## src/rtl/keybuf_pkg.sv

```systemverilog
/*
 * Shared constants for the keystroke buffer: widths, depths, register map,
 * status field positions, message key indices, reset values, detector states.
 * Assumes a 10 MHz APB clock and keyboard pins that are asynchronous to it.
 */
// How it works
// - output-hold keystroke stops codes flowing downstream; downstream drains its own memory
// - shifted call keystroke re-enables buffer output so stored codes resume
// - shifted identifier keystroke drives active-low purge that clears every storage stage
// - while output is off, keystrokes are still stored but not offered
// - a delivered code leaves storage; nothing recirculates
// - each message key stores one special code in one location
// - message keys never auto-repeat; one press gives one code
// - break function bypasses storage, works only while output is enabled
// - entries are eight bits wide, built from two four-bit slices in parallel
// - capacity is 64 entries, or 128 with the extended build
// - a code is written on each rising edge of the encoder strobe
// - each transition of the downstream enable while output is enabled moves exactly one stored code out
// - codes queue at the output in arrival order, gaps closed up
// - full drives input-ready low for as long as no location is empty
// - data-available is high when a code is stored and output is enabled
// - gating flip-flop set by shift with auxiliary forces data-available low
// - shift with call resets the gating flip-flop; downstream then drains everything
// - a special code at the output starts its sequencer instead of a character
// - control acts only when pressed after shift and released before shift
// - code output lines float whenever buffer output is disabled
package keybuf_pkg;

    localparam int KEY_W      = 7;
    localparam int CODE_W     = 8;
    localparam int SLICE_W    = 4;
    localparam int SLICES     = 2;
    localparam int BASE_DEPTH = 64;
    localparam int EXT_DEPTH  = 128;
    localparam int PTR_W      = 7;
    localparam int CNT_W      = 8;

    // synchroniser bit positions
    localparam int SY_CODE   = 0;
    localparam int SY_STROBE = 7;
    localparam int SY_SHIFT  = 8;
    localparam int SY_MSG    = 9;
    localparam int SY_BRK    = 13;
    localparam int SY_ENABLE = 14;
    localparam int SYNC_W    = 15;

    // message key indices
    localparam int MSG_KEYS  = 4;
    localparam int MSG_TEST  = 0;
    localparam int MSG_IDENT = 1;
    localparam int MSG_CALL  = 2;
    localparam int MSG_AUX   = 3;
    localparam logic [CODE_W-1:0] SPECIAL_FLAG = 8'h80;

    // register map
    localparam logic [11:0] CTRL_OFFS   = 12'h000;
    localparam logic [11:0] STATUS_OFFS = 12'h004;
    localparam logic [11:0] HEAD_OFFS   = 12'h008;
    localparam int CTRL_HOLD_BIT    = 0;
    localparam int CTRL_RELEASE_BIT = 1;
    localparam int CTRL_PURGE_BIT   = 2;
    localparam int ST_COUNT_LSB     = 0;
    localparam int ST_FULL_BIT      = 8;
    localparam int ST_EMPTY_BIT     = 9;
    localparam int ST_GATE_BIT      = 10;
    localparam int ST_EXT_BIT       = 11;

    // reset values
    localparam logic              GATE_RST   = 1'b0;
    localparam logic [31:0]       PRDATA_RST = 32'h0000_0000;
    localparam logic [CODE_W-1:0] CODE_RST   = 8'h00;

    typedef enum logic {ctl_idle, ctl_armed} ctl_state_e;

endpackage

```

## src/rtl/pin_sync.sv

```systemverilog
/*
 * Two-flop synchroniser, one per bit, for keyboard pins.
 * Assumes inputs are asynchronous levels; only the second flop is read.
 */
`timescale 1ns/100ps
module pin_sync #(
    parameter int W = 1
) (
    // clock and reset
    input  wire logic         pclk,
    input  wire logic         presetn,
    // pins in, synchronised out
    input  wire logic [W-1:0] pin_in,
    output logic      [W-1:0] pin_out
);
    logic [W-1:0] sync_a_q;
    logic [W-1:0] sync_b_q;

    for (genvar i = 0; i < W; i++) begin : g_bit
        always_ff @(posedge pclk or negedge presetn) begin
            if (!presetn) begin
                sync_a_q[i] <= 1'b0;
                sync_b_q[i] <= 1'b0;
            end else begin
                sync_a_q[i] <= pin_in[i];
                sync_b_q[i] <= sync_a_q[i];
            end
        end
    end

    assign pin_out = sync_b_q;
endmodule

```

## src/rtl/fifo_slice.sv

```systemverilog
/*
 * One four-bit-wide storage slice addressed by write and read pointers.
 * Assumes pointers are managed by the parent; purge clears every stage.
 */
`timescale 1ns/100ps
module fifo_slice
    import keybuf_pkg::*;
#(
    parameter int DEPTH = 128
) (
    // clock and reset
    input  wire logic               pclk,
    input  wire logic               presetn,
    input  wire logic               purge_n,
    // write side
    input  wire logic               wr_en,
    input  wire logic [PTR_W-1:0]   wr_ptr,
    input  wire logic [SLICE_W-1:0] wr_nib,
    // read side
    input  wire logic [PTR_W-1:0]   rd_ptr,
    output logic      [SLICE_W-1:0] rd_nib
);
    logic [SLICE_W-1:0] mem_q [DEPTH];

    always_ff @(posedge pclk or negedge presetn) begin
        if (!presetn) begin
            for (int i = 0; i < DEPTH; i++) mem_q[i] <= '0;
        end else if (!purge_n) begin
            for (int i = 0; i < DEPTH; i++) mem_q[i] <= '0;
        end else if (wr_en) begin
            mem_q[wr_ptr] <= wr_nib;
        end
    end

    assign rd_nib = mem_q[rd_ptr];
endmodule

```

## src/rtl/keystroke_fifo_buffer.sv

```systemverilog
/*
 * Keystroke buffer between the key encoder pins and the character logic,
 * with an APB register port for software control and status.
 * Assumes keyboard pins are asynchronous to pclk and the downstream logic
 * toggles its enable line once per code it wants; pready is always high.
 */
// The APB register port and the address map were decided locally.
`timescale 1ns/100ps
module keystroke_fifo_buffer #(
    parameter bit extended_memory = 1'b0
) (
    // clock and reset
    input  wire logic                            pclk,
    input  wire logic                            presetn,
    // apb slave
    input  wire logic [11:0]                     paddr,
    input  wire logic                            psel,
    input  wire logic                            penable,
    input  wire logic                            pwrite,
    input  wire logic [31:0]                     pwdata,
    output logic      [31:0]                     prdata,
    output logic                                 pready,
    output logic                                 pslverr,
    // key encoder and keyswitch pins
    input  wire logic [keybuf_pkg::KEY_W-1:0]    key_code_lines,
    input  wire logic                            encoder_strobe,
    input  wire logic                            shift_key,
    input  wire logic                            test_message_key,
    input  wire logic                            identifier_key,
    input  wire logic                            call_key,
    input  wire logic                            aux_key,
    input  wire logic                            line_break_function,
    // downstream character logic
    input  wire logic                            logic_enable,
    output logic                                 data_available,
    output logic      [keybuf_pkg::CODE_W-1:0]   key_code_out,
    output logic                                 key_code_oe,
    output logic                                 code_valid,
    output logic      [keybuf_pkg::MSG_KEYS-1:0] seq_start,
    output logic                                 break_out,
    output logic                                 input_ready
);
    import keybuf_pkg::*;

    localparam int CAP = extended_memory ? EXT_DEPTH : BASE_DEPTH;
    localparam logic [CNT_W-1:0] CAP_CNT  = CNT_W'(CAP);
    localparam logic [PTR_W-1:0] LAST_PTR = PTR_W'(CAP - 1);

    ////////////////////////////////////////////////////////////////////////
    // pin synchronisers

    logic [SYNC_W-1:0]   sync_in;
    logic [SYNC_W-1:0]   sy;
    logic [MSG_KEYS-1:0] msg_now;
    logic                shift_now;

    assign sync_in = {logic_enable, line_break_function, aux_key, call_key,
                      identifier_key, test_message_key, shift_key,
                      encoder_strobe, key_code_lines};

    pin_sync #(
        .W(SYNC_W)
    ) u_sync (
        .pclk   (pclk),
        .presetn(presetn),
        .pin_in (sync_in),
        .pin_out(sy)
    );

    assign msg_now   = sy[SY_MSG +: MSG_KEYS];
    assign shift_now = sy[SY_SHIFT];

    ////////////////////////////////////////////////////////////////////////
    // edge history

    logic                strobe_q;
    logic                enable_q;
    logic [MSG_KEYS-1:0] msg_q;
    logic                strobe_rise;
    logic                enable_edge;
    logic [MSG_KEYS-1:0] msg_rise;

    always_ff @(posedge pclk or negedge presetn) begin
        if (!presetn) begin
            strobe_q <= 1'b0;
            enable_q <= 1'b0;
            msg_q    <= '0;
        end else begin
            strobe_q <= sy[SY_STROBE];
            enable_q <= sy[SY_ENABLE];
            msg_q    <= msg_now;
        end
    end

    assign strobe_rise = sy[SY_STROBE] & ~strobe_q;
    assign enable_edge = sy[SY_ENABLE] ^ enable_q;
    assign msg_rise    = msg_now & ~msg_q;

    ////////////////////////////////////////////////////////////////////////
    // control keystroke detector

    ctl_state_e ctl_q;
    ctl_state_e ctl_d;
    logic [1:0] armed_q;
    logic [1:0] armed_d;
    logic       msg_ev;
    logic [1:0] msg_idx;
    logic       fire;
    logic [1:0] fire_idx;
    logic       fire_ident;
    logic       fire_call;
    logic       fire_aux;

    always_comb begin
        ctl_d    = ctl_q;
        armed_d  = armed_q;
        msg_ev   = 1'b0;
        msg_idx  = '0;
        fire     = 1'b0;
        fire_idx = armed_q;
        unique case (ctl_q)
            ctl_idle: begin
                for (int k = MSG_KEYS - 1; k >= 0; k--) begin
                    if (msg_rise[k]) begin
                        if (shift_now && k != MSG_TEST) begin
                            ctl_d   = ctl_armed;
                            armed_d = 2'(k);
                            msg_ev  = 1'b0;
                        end else begin
                            ctl_d   = ctl_idle;
                            msg_ev  = 1'b1;
                            msg_idx = 2'(k);
                        end
                    end
                end
            end
            ctl_armed: begin
                if (!shift_now) begin
                    // shift let go first: the key counts as an ordinary press
                    ctl_d   = ctl_idle;
                    msg_ev  = 1'b1;
                    msg_idx = armed_q;
                end else if (!msg_now[armed_q]) begin
                    ctl_d = ctl_idle;
                    fire  = 1'b1;
                end
            end
        endcase
    end

    always_ff @(posedge pclk or negedge presetn) begin
        if (!presetn) begin
            ctl_q   <= ctl_idle;
            armed_q <= '0;
        end else begin
            ctl_q   <= ctl_d;
            armed_q <= armed_d;
        end
    end

    assign fire_ident = fire && fire_idx == 2'(MSG_IDENT);
    assign fire_call  = fire && fire_idx == 2'(MSG_CALL);
    assign fire_aux   = fire && fire_idx == 2'(MSG_AUX);

    ////////////////////////////////////////////////////////////////////////
    // apb slave

    logic              apb_wr;
    logic              apb_rd_setup;
    logic              addr_ok;
    logic              sw_hold;
    logic              sw_release;
    logic              sw_purge;
    logic [31:0]       prdata_q;
    logic [31:0]       rd_mux;
    logic [CNT_W-1:0]  count_q;
    logic              gate_q;
    logic              full;
    logic              empty;
    logic [CODE_W-1:0] head;

    assign addr_ok      = paddr == CTRL_OFFS || paddr == STATUS_OFFS || paddr == HEAD_OFFS;
    assign apb_wr       = psel & penable & pwrite & paddr == CTRL_OFFS;
    assign apb_rd_setup = psel & ~penable & ~pwrite;
    assign sw_hold      = apb_wr & pwdata[CTRL_HOLD_BIT];
    assign sw_release   = apb_wr & pwdata[CTRL_RELEASE_BIT];
    assign sw_purge     = apb_wr & pwdata[CTRL_PURGE_BIT];

    always_comb begin
        rd_mux = '0;
        if (paddr == CTRL_OFFS) begin
            rd_mux[CTRL_HOLD_BIT] = gate_q;
        end else if (paddr == STATUS_OFFS) begin
            rd_mux[ST_COUNT_LSB +: CNT_W] = count_q;
            rd_mux[ST_FULL_BIT]           = full;
            rd_mux[ST_EMPTY_BIT]          = empty;
            rd_mux[ST_GATE_BIT]           = gate_q;
            rd_mux[ST_EXT_BIT]            = extended_memory;
        end else if (paddr == HEAD_OFFS) begin
            rd_mux[CODE_W-1:0] = head;
        end
    end

    always_ff @(posedge pclk or negedge presetn) begin
        if (!presetn) begin
            prdata_q <= PRDATA_RST;
        end else if (apb_rd_setup) begin
            prdata_q <= rd_mux;
        end
    end

    assign prdata  = prdata_q;
    assign pready  = 1'b1;
    assign pslverr = psel & penable & ~addr_ok;

    ////////////////////////////////////////////////////////////////////////
    // output gating flip-flop and purge

    logic purge_n;

    always_ff @(posedge pclk or negedge presetn) begin
        if (!presetn) begin
            gate_q <= GATE_RST;
        end else if (fire_aux || sw_hold) begin
            gate_q <= 1'b1;
        end else if (fire_call || sw_release) begin
            gate_q <= 1'b0;
        end
    end

    assign purge_n = ~(fire_ident | sw_purge);

    ////////////////////////////////////////////////////////////////////////
    // write path

    logic              spec_pend_q;
    logic [1:0]        spec_idx_q;
    logic              wr_req;
    logic [CODE_W-1:0] wr_code;
    logic              do_write;
    logic              do_read;

    // a strobe takes the slot; a message code waits one cycle for it
    assign wr_req  = strobe_rise | spec_pend_q;
    assign wr_code = strobe_rise ? {1'b0, sy[SY_CODE +: KEY_W]}
                                 : SPECIAL_FLAG | {6'h00, spec_idx_q};
    // a read in the same cycle frees the slot, so a full buffer still takes the write
    assign do_write = wr_req & (~full | do_read) & purge_n;

    always_ff @(posedge pclk or negedge presetn) begin
        if (!presetn) begin
            spec_pend_q <= 1'b0;
            spec_idx_q  <= '0;
        end else if (!purge_n) begin
            spec_pend_q <= 1'b0;
        end else if (msg_ev) begin
            spec_pend_q <= 1'b1;
            spec_idx_q  <= msg_idx;
        end else if (do_write && !strobe_rise) begin
            spec_pend_q <= 1'b0;
        end
    end

    ////////////////////////////////////////////////////////////////////////
    // pointers and occupancy

    logic [PTR_W-1:0] wr_ptr_q;
    logic [PTR_W-1:0] rd_ptr_q;

    assign full  = count_q == CAP_CNT;
    assign empty = count_q == '0;
    assign do_read = enable_edge & ~empty & ~gate_q & purge_n;

    always_ff @(posedge pclk or negedge presetn) begin
        if (!presetn) begin
            wr_ptr_q <= '0;
            rd_ptr_q <= '0;
        end else if (!purge_n) begin
            wr_ptr_q <= '0;
            rd_ptr_q <= '0;
        end else begin
            if (do_write) begin
                wr_ptr_q <= wr_ptr_q == LAST_PTR ? '0 : wr_ptr_q + 1'b1;
            end
            if (do_read) begin
                rd_ptr_q <= rd_ptr_q == LAST_PTR ? '0 : rd_ptr_q + 1'b1;
            end
        end
    end

    always_ff @(posedge pclk or negedge presetn) begin
        if (!presetn) begin
            count_q <= '0;
        end else if (!purge_n) begin
            count_q <= '0;
        end else if (do_write && !do_read) begin
            count_q <= count_q + 1'b1;
        end else if (do_read && !do_write) begin
            count_q <= count_q - 1'b1;
        end
    end

    ////////////////////////////////////////////////////////////////////////
    // storage: two nibble slices side by side

    for (genvar s = 0; s < SLICES; s++) begin : g_slice
        fifo_slice #(
            .DEPTH(EXT_DEPTH)
        ) u_slice (
            .pclk   (pclk),
            .presetn(presetn),
            .purge_n(purge_n),
            .wr_en  (do_write),
            .wr_ptr (wr_ptr_q),
            .wr_nib (wr_code[s*SLICE_W +: SLICE_W]),
            .rd_ptr (rd_ptr_q),
            .rd_nib (head[s*SLICE_W +: SLICE_W])
        );
    end

    ////////////////////////////////////////////////////////////////////////
    // delivery and message decode

    logic [CODE_W-1:0]   out_code_q;
    logic                code_valid_q;
    logic [MSG_KEYS-1:0] seq_start_q;

    always_ff @(posedge pclk or negedge presetn) begin
        if (!presetn) begin
            out_code_q   <= CODE_RST;
            code_valid_q <= 1'b0;
            seq_start_q  <= '0;
        end else begin
            code_valid_q <= 1'b0;
            seq_start_q  <= '0;
            if (do_read) begin
                if (head[CODE_W-1]) begin
                    seq_start_q[head[1:0]] <= 1'b1;
                end else begin
                    out_code_q   <= head;
                    code_valid_q <= 1'b1;
                end
            end
        end
    end

    assign key_code_out   = out_code_q;
    assign code_valid     = code_valid_q;
    assign seq_start      = seq_start_q;
    assign key_code_oe    = ~gate_q;
    assign data_available = ~empty & ~gate_q;
    assign input_ready    = ~full;
    assign break_out      = sy[SY_BRK] & ~gate_q;
endmodule

```

## config.mk

```make
export PLATFORM = sky130hd
export DESIGN_NAME = keystroke_fifo_buffer
export DESIGN_NICKNAME = d
export VERILOG_FILES = /design/src/rtl/keybuf_pkg.sv /design/src/rtl/pin_sync.sv /design/src/rtl/fifo_slice.sv /design/src/rtl/keystroke_fifo_buffer.sv
export SDC_FILE = /design/constraint.sdc
export NUM_CORES = 2
export LEC_CHECK = 0
export BUFFER_PORTS_ARGS = -buffer_cell sky130_fd_sc_hd__buf_2
export CAP_MARGIN = 20
export CORE_ASPECT_RATIO = 0.7
export CORE_MARGIN = 2
export CORE_UTILIZATION = 57
export DETAILED_ROUTE_END_ITERATION = 16
export PLACE_DENSITY = 0.88
export SETUP_SLACK_MARGIN = 0.2
export SLEW_MARGIN = 10
export SYNTH_ARGS = -nofsm -noshare
export SYNTH_HDL_FRONTEND = slang
export SYNTH_HIERARCHICAL = 1
export SYNTH_SLANG_ARGS = --single-unit
```

## constraint.sdc

```tcl
create_clock -name pclk -period 3.4 [get_ports pclk]
set_input_delay 0 -clock pclk [delete_from_list [all_inputs] [get_ports pclk]]
set_output_delay 0 -clock pclk [all_outputs]
set_load 0.02 [all_outputs]
```

==> Word level (Yosys, flattened, before mapping) <==
Index checks and enable logic that the tools add are counted.
{ "totals": {"register_bits": 1113, "word_cells": 452} }
{ "classes": {"n_addsub": 4, "magnitude_cmp": 6, "n_eq_ne": 8, "muxes": 74, "n_bitwise": 35, "n_reduce_logical": 24} }
{ "op_table": {"columns": ["op", "n"], "rows": [
  ["2-to-1 mux 512 bit", 4],
  ["bitwise mux 512 bit", 2],
  ["binary-select mux 4 bit (select 7 bit)", 2],
  ["2-to-1 mux 8 bit", 6],
  ["2-to-1 mux 7 bit", 6],
  ["demux 4 bit (select 7 bit)", 1],
  ["2-to-1 mux 2 bit", 14],
  ["2-to-1 mux 4 bit", 7],
  ["2-to-1 mux 1 bit", 25],
  ["bitwise AND 1 bit", 17],
  [">= comparator 8 bit, second input constant", 2],
  ["NOT 7 -> 8 bit", 2],
  ["adder 7 x 1 -> 7 bit, second input constant", 2],
  ["== test 7 x 6 -> 1 bit, second input constant", 2],
  ["== test 12 x 3 -> 1 bit, second input constant", 1],
  ["== test 12 x 4 -> 1 bit, second input constant", 1],
  ["zero test 12 bit", 1],
  ["2-to-1 mux 11 bit", 1],
  ["NOT 1 bit", 10],
  ["adder 8 x 1 -> 8 bit, second input constant", 1],
  ["== test 8 x 7 -> 1 bit, second input constant", 1],
  ["logical AND 1 bit", 8],
  ["zero test 8 bit", 1],
  ["less-than comparator 8 x 1 -> 1 bit, second input constant", 1],
  ["19 further kinds", 33]
]} }

==> Depth between registers and ports, before layout <==
{ "logic_depth": {"word_depth": 17, "ltp_mapped": 14} }

==> By module <==
The synthesis kept the hierarchy.
{ "modules_own_cells": {"columns": ["mod", "n_inst", "cells_each", "area_per_inst_um2"], "rows": [
  ["fifo_slice", 2, 2573, 27015.9],
  ["keystroke_fifo_buffer", 1, 358, 3360.7],
  ["pin_sync", 1, 30, 750.7]
]} }

==> Worst setup path before layout <==
No wires, ideal clock.
{ "synth_timing": {"path_kind": "register -> register", "from": "reg rd_ptr_q[2]", "to": "reg out_code_q[0] (netlist: key_code_out[0])", "setup_ns": 0.125, "t_arrival_ns": 3.457, "required_time_ns": 3.275, "path_slack_ns": -0.181, "path_stages_with_launch": 10, "path_buffers": 3, "period_less_slack_ns": 3.581, "cell_sequence": "dfrtp_1 clkbuf_1 buf_1 mux4_2 mux4_2 mux4_2 mux2_2 or3_1 buf_2 mux2_2"} }
{ "synth_via": {"elab_chain_cells": 6} }
{ "synth_rtl": {"columns": ["item", "line_no", "source"], "rows": [
  ["from (decl)", "keystroke_fifo_buffer.sv:268", "logic [PTR_W-1:0] rd_ptr_q;"],
  ["from (signal assigned)", "keystroke_fifo_buffer.sv:286", "rd_ptr_q <= rd_ptr_q == LAST_PTR ? '0 : rd_ptr_q + 1'b1;"],
  ["NOT 7 -> 8 bit (not written as such)", "fifo_slice.sv:35", "assign rd_nib = mem_q[rd_ptr];"],
  ["binary-select mux 4 bit (select 7 bit)", "fifo_slice.sv:35", null],
  ["2-to-1 mux 4 bit (not written as such) (2 in a row)", "fifo_slice.sv:35", null],
  ["via head[7]", "keystroke_fifo_buffer.sv:180", "logic [CODE_W-1:0] head;"],
  ["NOT 1 bit (no source line)", null, null],
  ["AND reduction 2 bit (no source line)", null, null],
  ["to (signal assigned)", "keystroke_fifo_buffer.sv:330", "out_code_q <= CODE_RST;"],
  ["to (signal assigned)", "keystroke_fifo_buffer.sv:340", "out_code_q <= head;"],
  ["to (decl)", "keystroke_fifo_buffer.sv:324", "logic [CODE_W-1:0] out_code_q;"]
]} }
The timed path passes the listed nets, and every way through them passes these cells. The select of a mux whose other input is x is not followed.
A chain may end at the register's enable or synchronous reset.

==> Worst setup path in the final report <==
{ "layout_timing": {"from": "reg rd_ptr_q[0]", "to": "reg prdata_q[0] (netlist: prdata[0])"} }
{ "layout_via": {"elab_chain_cells": 7} }
{ "layout_rtl": {"columns": ["item", "line_no", "source"], "rows": [
  ["NOT 7 -> 8 bit (not written as such)", "fifo_slice.sv:35", null],
  ["binary-select mux 4 bit (select 7 bit)", "fifo_slice.sv:35", null],
  ["2-to-1 mux 4 bit (not written as such) (2 in a row)", "fifo_slice.sv:35", null],
  ["via head[0]", "keystroke_fifo_buffer.sv:180", null],
  ["2-to-1 mux 8 bit", "keystroke_fifo_buffer.sv:199", "end else if (paddr == HEAD_OFFS) begin"],
  ["2-to-1 mux 8 bit", "keystroke_fifo_buffer.sv:193", "end else if (paddr == STATUS_OFFS) begin"],
  ["2-to-1 mux 1 bit", "keystroke_fifo_buffer.sv:191", "if (paddr == CTRL_OFFS) begin"],
  ["to (signal assigned)", "keystroke_fifo_buffer.sv:208", "prdata_q <= rd_mux;"],
  ["to (decl)", "keystroke_fifo_buffer.sv:174", "logic [31:0] prdata_q;"]
]} }
The timed path passes the listed nets, and every way through them passes these cells. The select of a mux whose other input is x is not followed.

==> results.md <==
* Status: finished, violations left
* Violated checks: negative setup slack
* Post-Synthesis Cells at approximately 5500
* Die ar. at around 100000 µm²
* Fin crit share at 1.059
* RR Endpoint: prdata[0]
* Final Slew Violations at 0
* Main combinational cell family by area after synthesis: multiplexers
* Layout cell share with drive strength beyond 1 at 0.1754
* FF-to-FF path depth at 11
* Placer Congestion at 0.9268
* Worst path arrival time at 4.18 ns
* Drt wl/cell at approximately 26 µm
* Worst-path clk slew at around 0.070 ns
* Hold Violations, Final at 0
* WS Path Type: reg2reg
* Most common flop cell mapped by yosys: dfrtp_1
* CP Cell Sequence: buf_12, buf_16, buf_12, mux4_2, mux4_2, mux4_2, mux2_2, nand3b_1, o21ai_0, nand2_1, o21ai_0
* Cell accounting for the most synthesized area: dfrtp_1
* Max Clk Rate at approximately 280 MHz
* Synth area leaders: dfrtp_1 (48%), mux4_2 (13%), a21boi_0 (11%)
* Critical Path Most Common Cell: mux4_2
* Layout Nets at 5500
* Die Width at 385.7 µm
* CTS Buffer Depth at 3
* Die span in y at between 200 and 300 µm
* Sink Count at between 1000 and 1500
* I/O pins at 115
* Max VDD drop at about 0.00054 V
* Htree depth at 3
* DP HPWL at approximately 100000 µm
* Maximum fanout along the worst path at 10
* Mux cell area share after synthesis at 0.1688
* Port Buffers at 62
* Vias per inst at 7.001
* R2r setup slk at -0.20 ns
* Yosys top cell area share at 0.4786
* Routed WL at 180700 µm
* Fin worst setup slack at -0.1997 ns
* Vias in the first global route at around 47000
* Grt total ovfl at 0
* Global-route wire length before repair at around 280000 µm
* 1st-pass router iterations at 10
* Async S/R FF share, synth at 1.000
* Core ar. at ~100000 µm²
* Leak pwr at roughly 27 nW
* List of most frequent post-synthesis cells: dfrtp_1 (1112), nand2_1 (990), a21boi_0 (824)
* Unique masters post-synth at 70
* Vias at 47970
* Post-synth EDFFs at 0
* Worst slew pin tran at 1.049 ns
* Post-Synth Simple-Gate Area at 0.1637
* CTS buffer count at around 100
* Clk_skew at approximately 0.043 ns
* Xor and xnor area share after synthesis at 0.0009038
* Drt drc at 0
* Final core occ at 0.6514
* GRT Total Usage at 0.3405
* Relative slew slack at 0.2975
* Initial Utilization at 0.5779
* # fillers at 6584
* Largest stage delay, worst path at about 0.59 ns
* CTS tree: yes
* Crit end category: flip-flop
* Max-cap viol count at 0
* Layout area overhead at 12.73%
* Post-synthesis sequential area ratio at 0.4786
* Crit path required time at between 3 and 4 ns
* 1st-iter DRT viols at around 8100
* Slowest CP cell: mux4_2
* Unrepaired setup endpoints after global routing: yes
* WHS at ~0.086 ns
* Largest net degree at the start of global routing at about 250
* Mean Syn Cell Area at 10.51 µm²
* Adder-cell share of the synthesized area at 0.002066
* Min Tclk post-route at between 3 and 4 ns
* Post-Syn Area at between 50000 and 60000 µm²
* Setup Viol. Count Final at 21
* Root Driver: clkbuf_16
* Worst min-delay path category: in2async
* Pwr per Cell Area at between 600 and 700 nW/µm²
* Startpoint types: flip-flop
* Yosys warns at 6
* Initial antenna violation count at 8
* Reg2reg start: rd_ptr_q[0]
* Worst-Skew Late Latency at 0.73 ns
* Detail Route Antenna Nets at 0
* Yosys reg bits at roughly 1100
* Row count at 97
* Compound-Gate Fraction of Synth Area at 0.1441
* Top-count cell post-synth: dfrtp_1
how the worst max path moves through the flow:
stage | from | endpoint | slack [ns]
2_1_floorplan | count_q[4] | count_q[7] | 0.08
3_3_place_gp | rd_ptr_q[0] | key_code_out[2] | -0.18
3_5_place_dp | rd_ptr_q[0] | key_code_out[6] | -0.21
4_1_cts | rd_ptr_q[0] | key_code_out[6] | -0.08
5_1_grt | count_q[7] | count_q[7] | -0.28
6_report | rd_ptr_q[0] | prdata[0] | -0.20
through the flow:
step / instance area, µm² / power, W / setup WS [ns] / setup TNS [ns] / std cells
2_1_floorplan: 58470 / 0.02417 / 0.07899 / 0 / 5555
3_5_place_dp: 60680 / 0.02862 / -0.2136 / -2.271 / 6573
4_1_cts: 65300 / 0.04188 / -0.08426 / -0.7832 / 6841
5_1_grt: 65540 / 0.04432 / -0.2810 / -2.821 / 6849
3_3_place_gp: 60670 / 0.02806 / -0.1846 / -1.600 / 6572
6_report: 65540 / 0.04308 / -0.1997 / -1.984 / 6852
cell type report:
cell class | instances | area (µm²) | share of cell area
Antenna cell | 4 | 10.01 | 0.0001527
Multi-Input combinational cell | 3834 | 28650 | 0.4371
Sequential cell | 1112 | 27850 | 0.4250
Timing Repair Buffer | 363 | 3751 | 0.05723
Tap cell | 1336 | 1672 | 0.02550
Clock inverter | 39 | 460.4 | 0.007025
Clock buffer | 151 | 3090 | 0.04715
Inverter | 13 | 58.81 | 0.0008972
state kept, by name, indices dropped and copies added, names as in the netlist, named ones only:
name                   cells
g_slice.u_slice/mem_q   1024
u_sync/pin_out            15
u_sync/sync_a_q           15
prdata                    11
count_q                    8
key_code_out               7
rd_ptr_q                   7
wr_ptr_q                   7
msg_q                      4
seq_start                  4
spec_idx_q                 2
code_valid                 1
ctl_q                      1
enable_q                   1
gate_q                     1
spec_pend_q                1
strobe_q                   1
critical path, delay by kind of cell (launching register included):
kind	cells	cell delay, ns
multiplexers	4	2.02
buffers and inverters	3	0.54
flip-flops	1	0.46
AO/OA/AOI/OAI	2	0.22
AND/OR/NAND/NOR	2	0.20
timing repair:
item,4_1_cts,5_1_grt
resized for setup,30,41
hold buffers,49,0
endpoints found under the hold margin,891,0
pin swaps,10,13
setup buffers,20,6
endpoints found under the setup margin,26,1015
cloned,9,1
cell usage in the layout, fill, tap and decap left out, types with 6 or more instances in the layout:
master / netlist / layout
clkinv_2: 0 / 20
nor3_1: 12 / 11
buf_12: 0 / 57
buf_4: 30 / 170
nor4_2: 16 / 17
ha_4: 0 / 6
clkinvlp_4: 0 / 7
nand2b_1: 8 / 8
clkbuf_1: 513 / 17
dfrtp_1: 1112 / 1101
and4b_2: 0 / 6
buf_2: 23 / 62
clkbuf_8: 0 / 29
dlygate4sd3_1: 0 / 48
mux2i_1: 203 / 202
mux2_2: 17 / 14
conb_1: 2 / 23
buf_16: 0 / 13
nand2_1: 990 / 987
nor4b_4: 0 / 6
nand4b_1: 14 / 14
clkbuf_16: 0 / 106
mux4_2: 337 / 337
nand4_1: 22 / 22
nor2b_1: 234 / 231
nand3_1: 518 / 518
nor4bb_4: 0 / 18
inv_1: 12 / 10
a21oi_1: 19 / 16
a21boi_0: 824 / 824
dfrtp_2: 0 / 6
bufinv_16: 0 / 9
o21ai_0: 347 / 338
nor2_1: 105 / 103
buf_6: 0 / 10
kinds of logic (layout without fill, tap and decap cells):
kind of cell    count (synthesis)  count (layout)
simple gates                 2006            2006
flops                        1112            1112
fa+ha+maj                       9               9
buf+inv                       609             566
compound gates               1233            1233
other cells                     2              27
xor+xnor                        6               6
mux                           557             557
report_power, final:
part           leakage, nW  switching (W)  internal [W]  total, W
clock network         1.75        0.00536       0.00698    0.0123
logic                 10.1        0.00804       0.00614    0.0142
registers             15.3        0.00180        0.0148    0.0166
routing by layer:
metal / routed length, µm / vias to the layer above / part of all wire / track usage
met4: 9249 / 10 / 0.051 / 0.1477
met5: 69 / - / 0.00038 / 0
met3: 27390 / 839 / 0.15 / 0.1259
met1: 65410 / 23690 / 0.36 / 0.4716
li1: - / 19350 / - / -
met2: 78560 / 4082 / 0.43 / 0.4834
No activity file was read; power rests on OpenSTA's default activity.
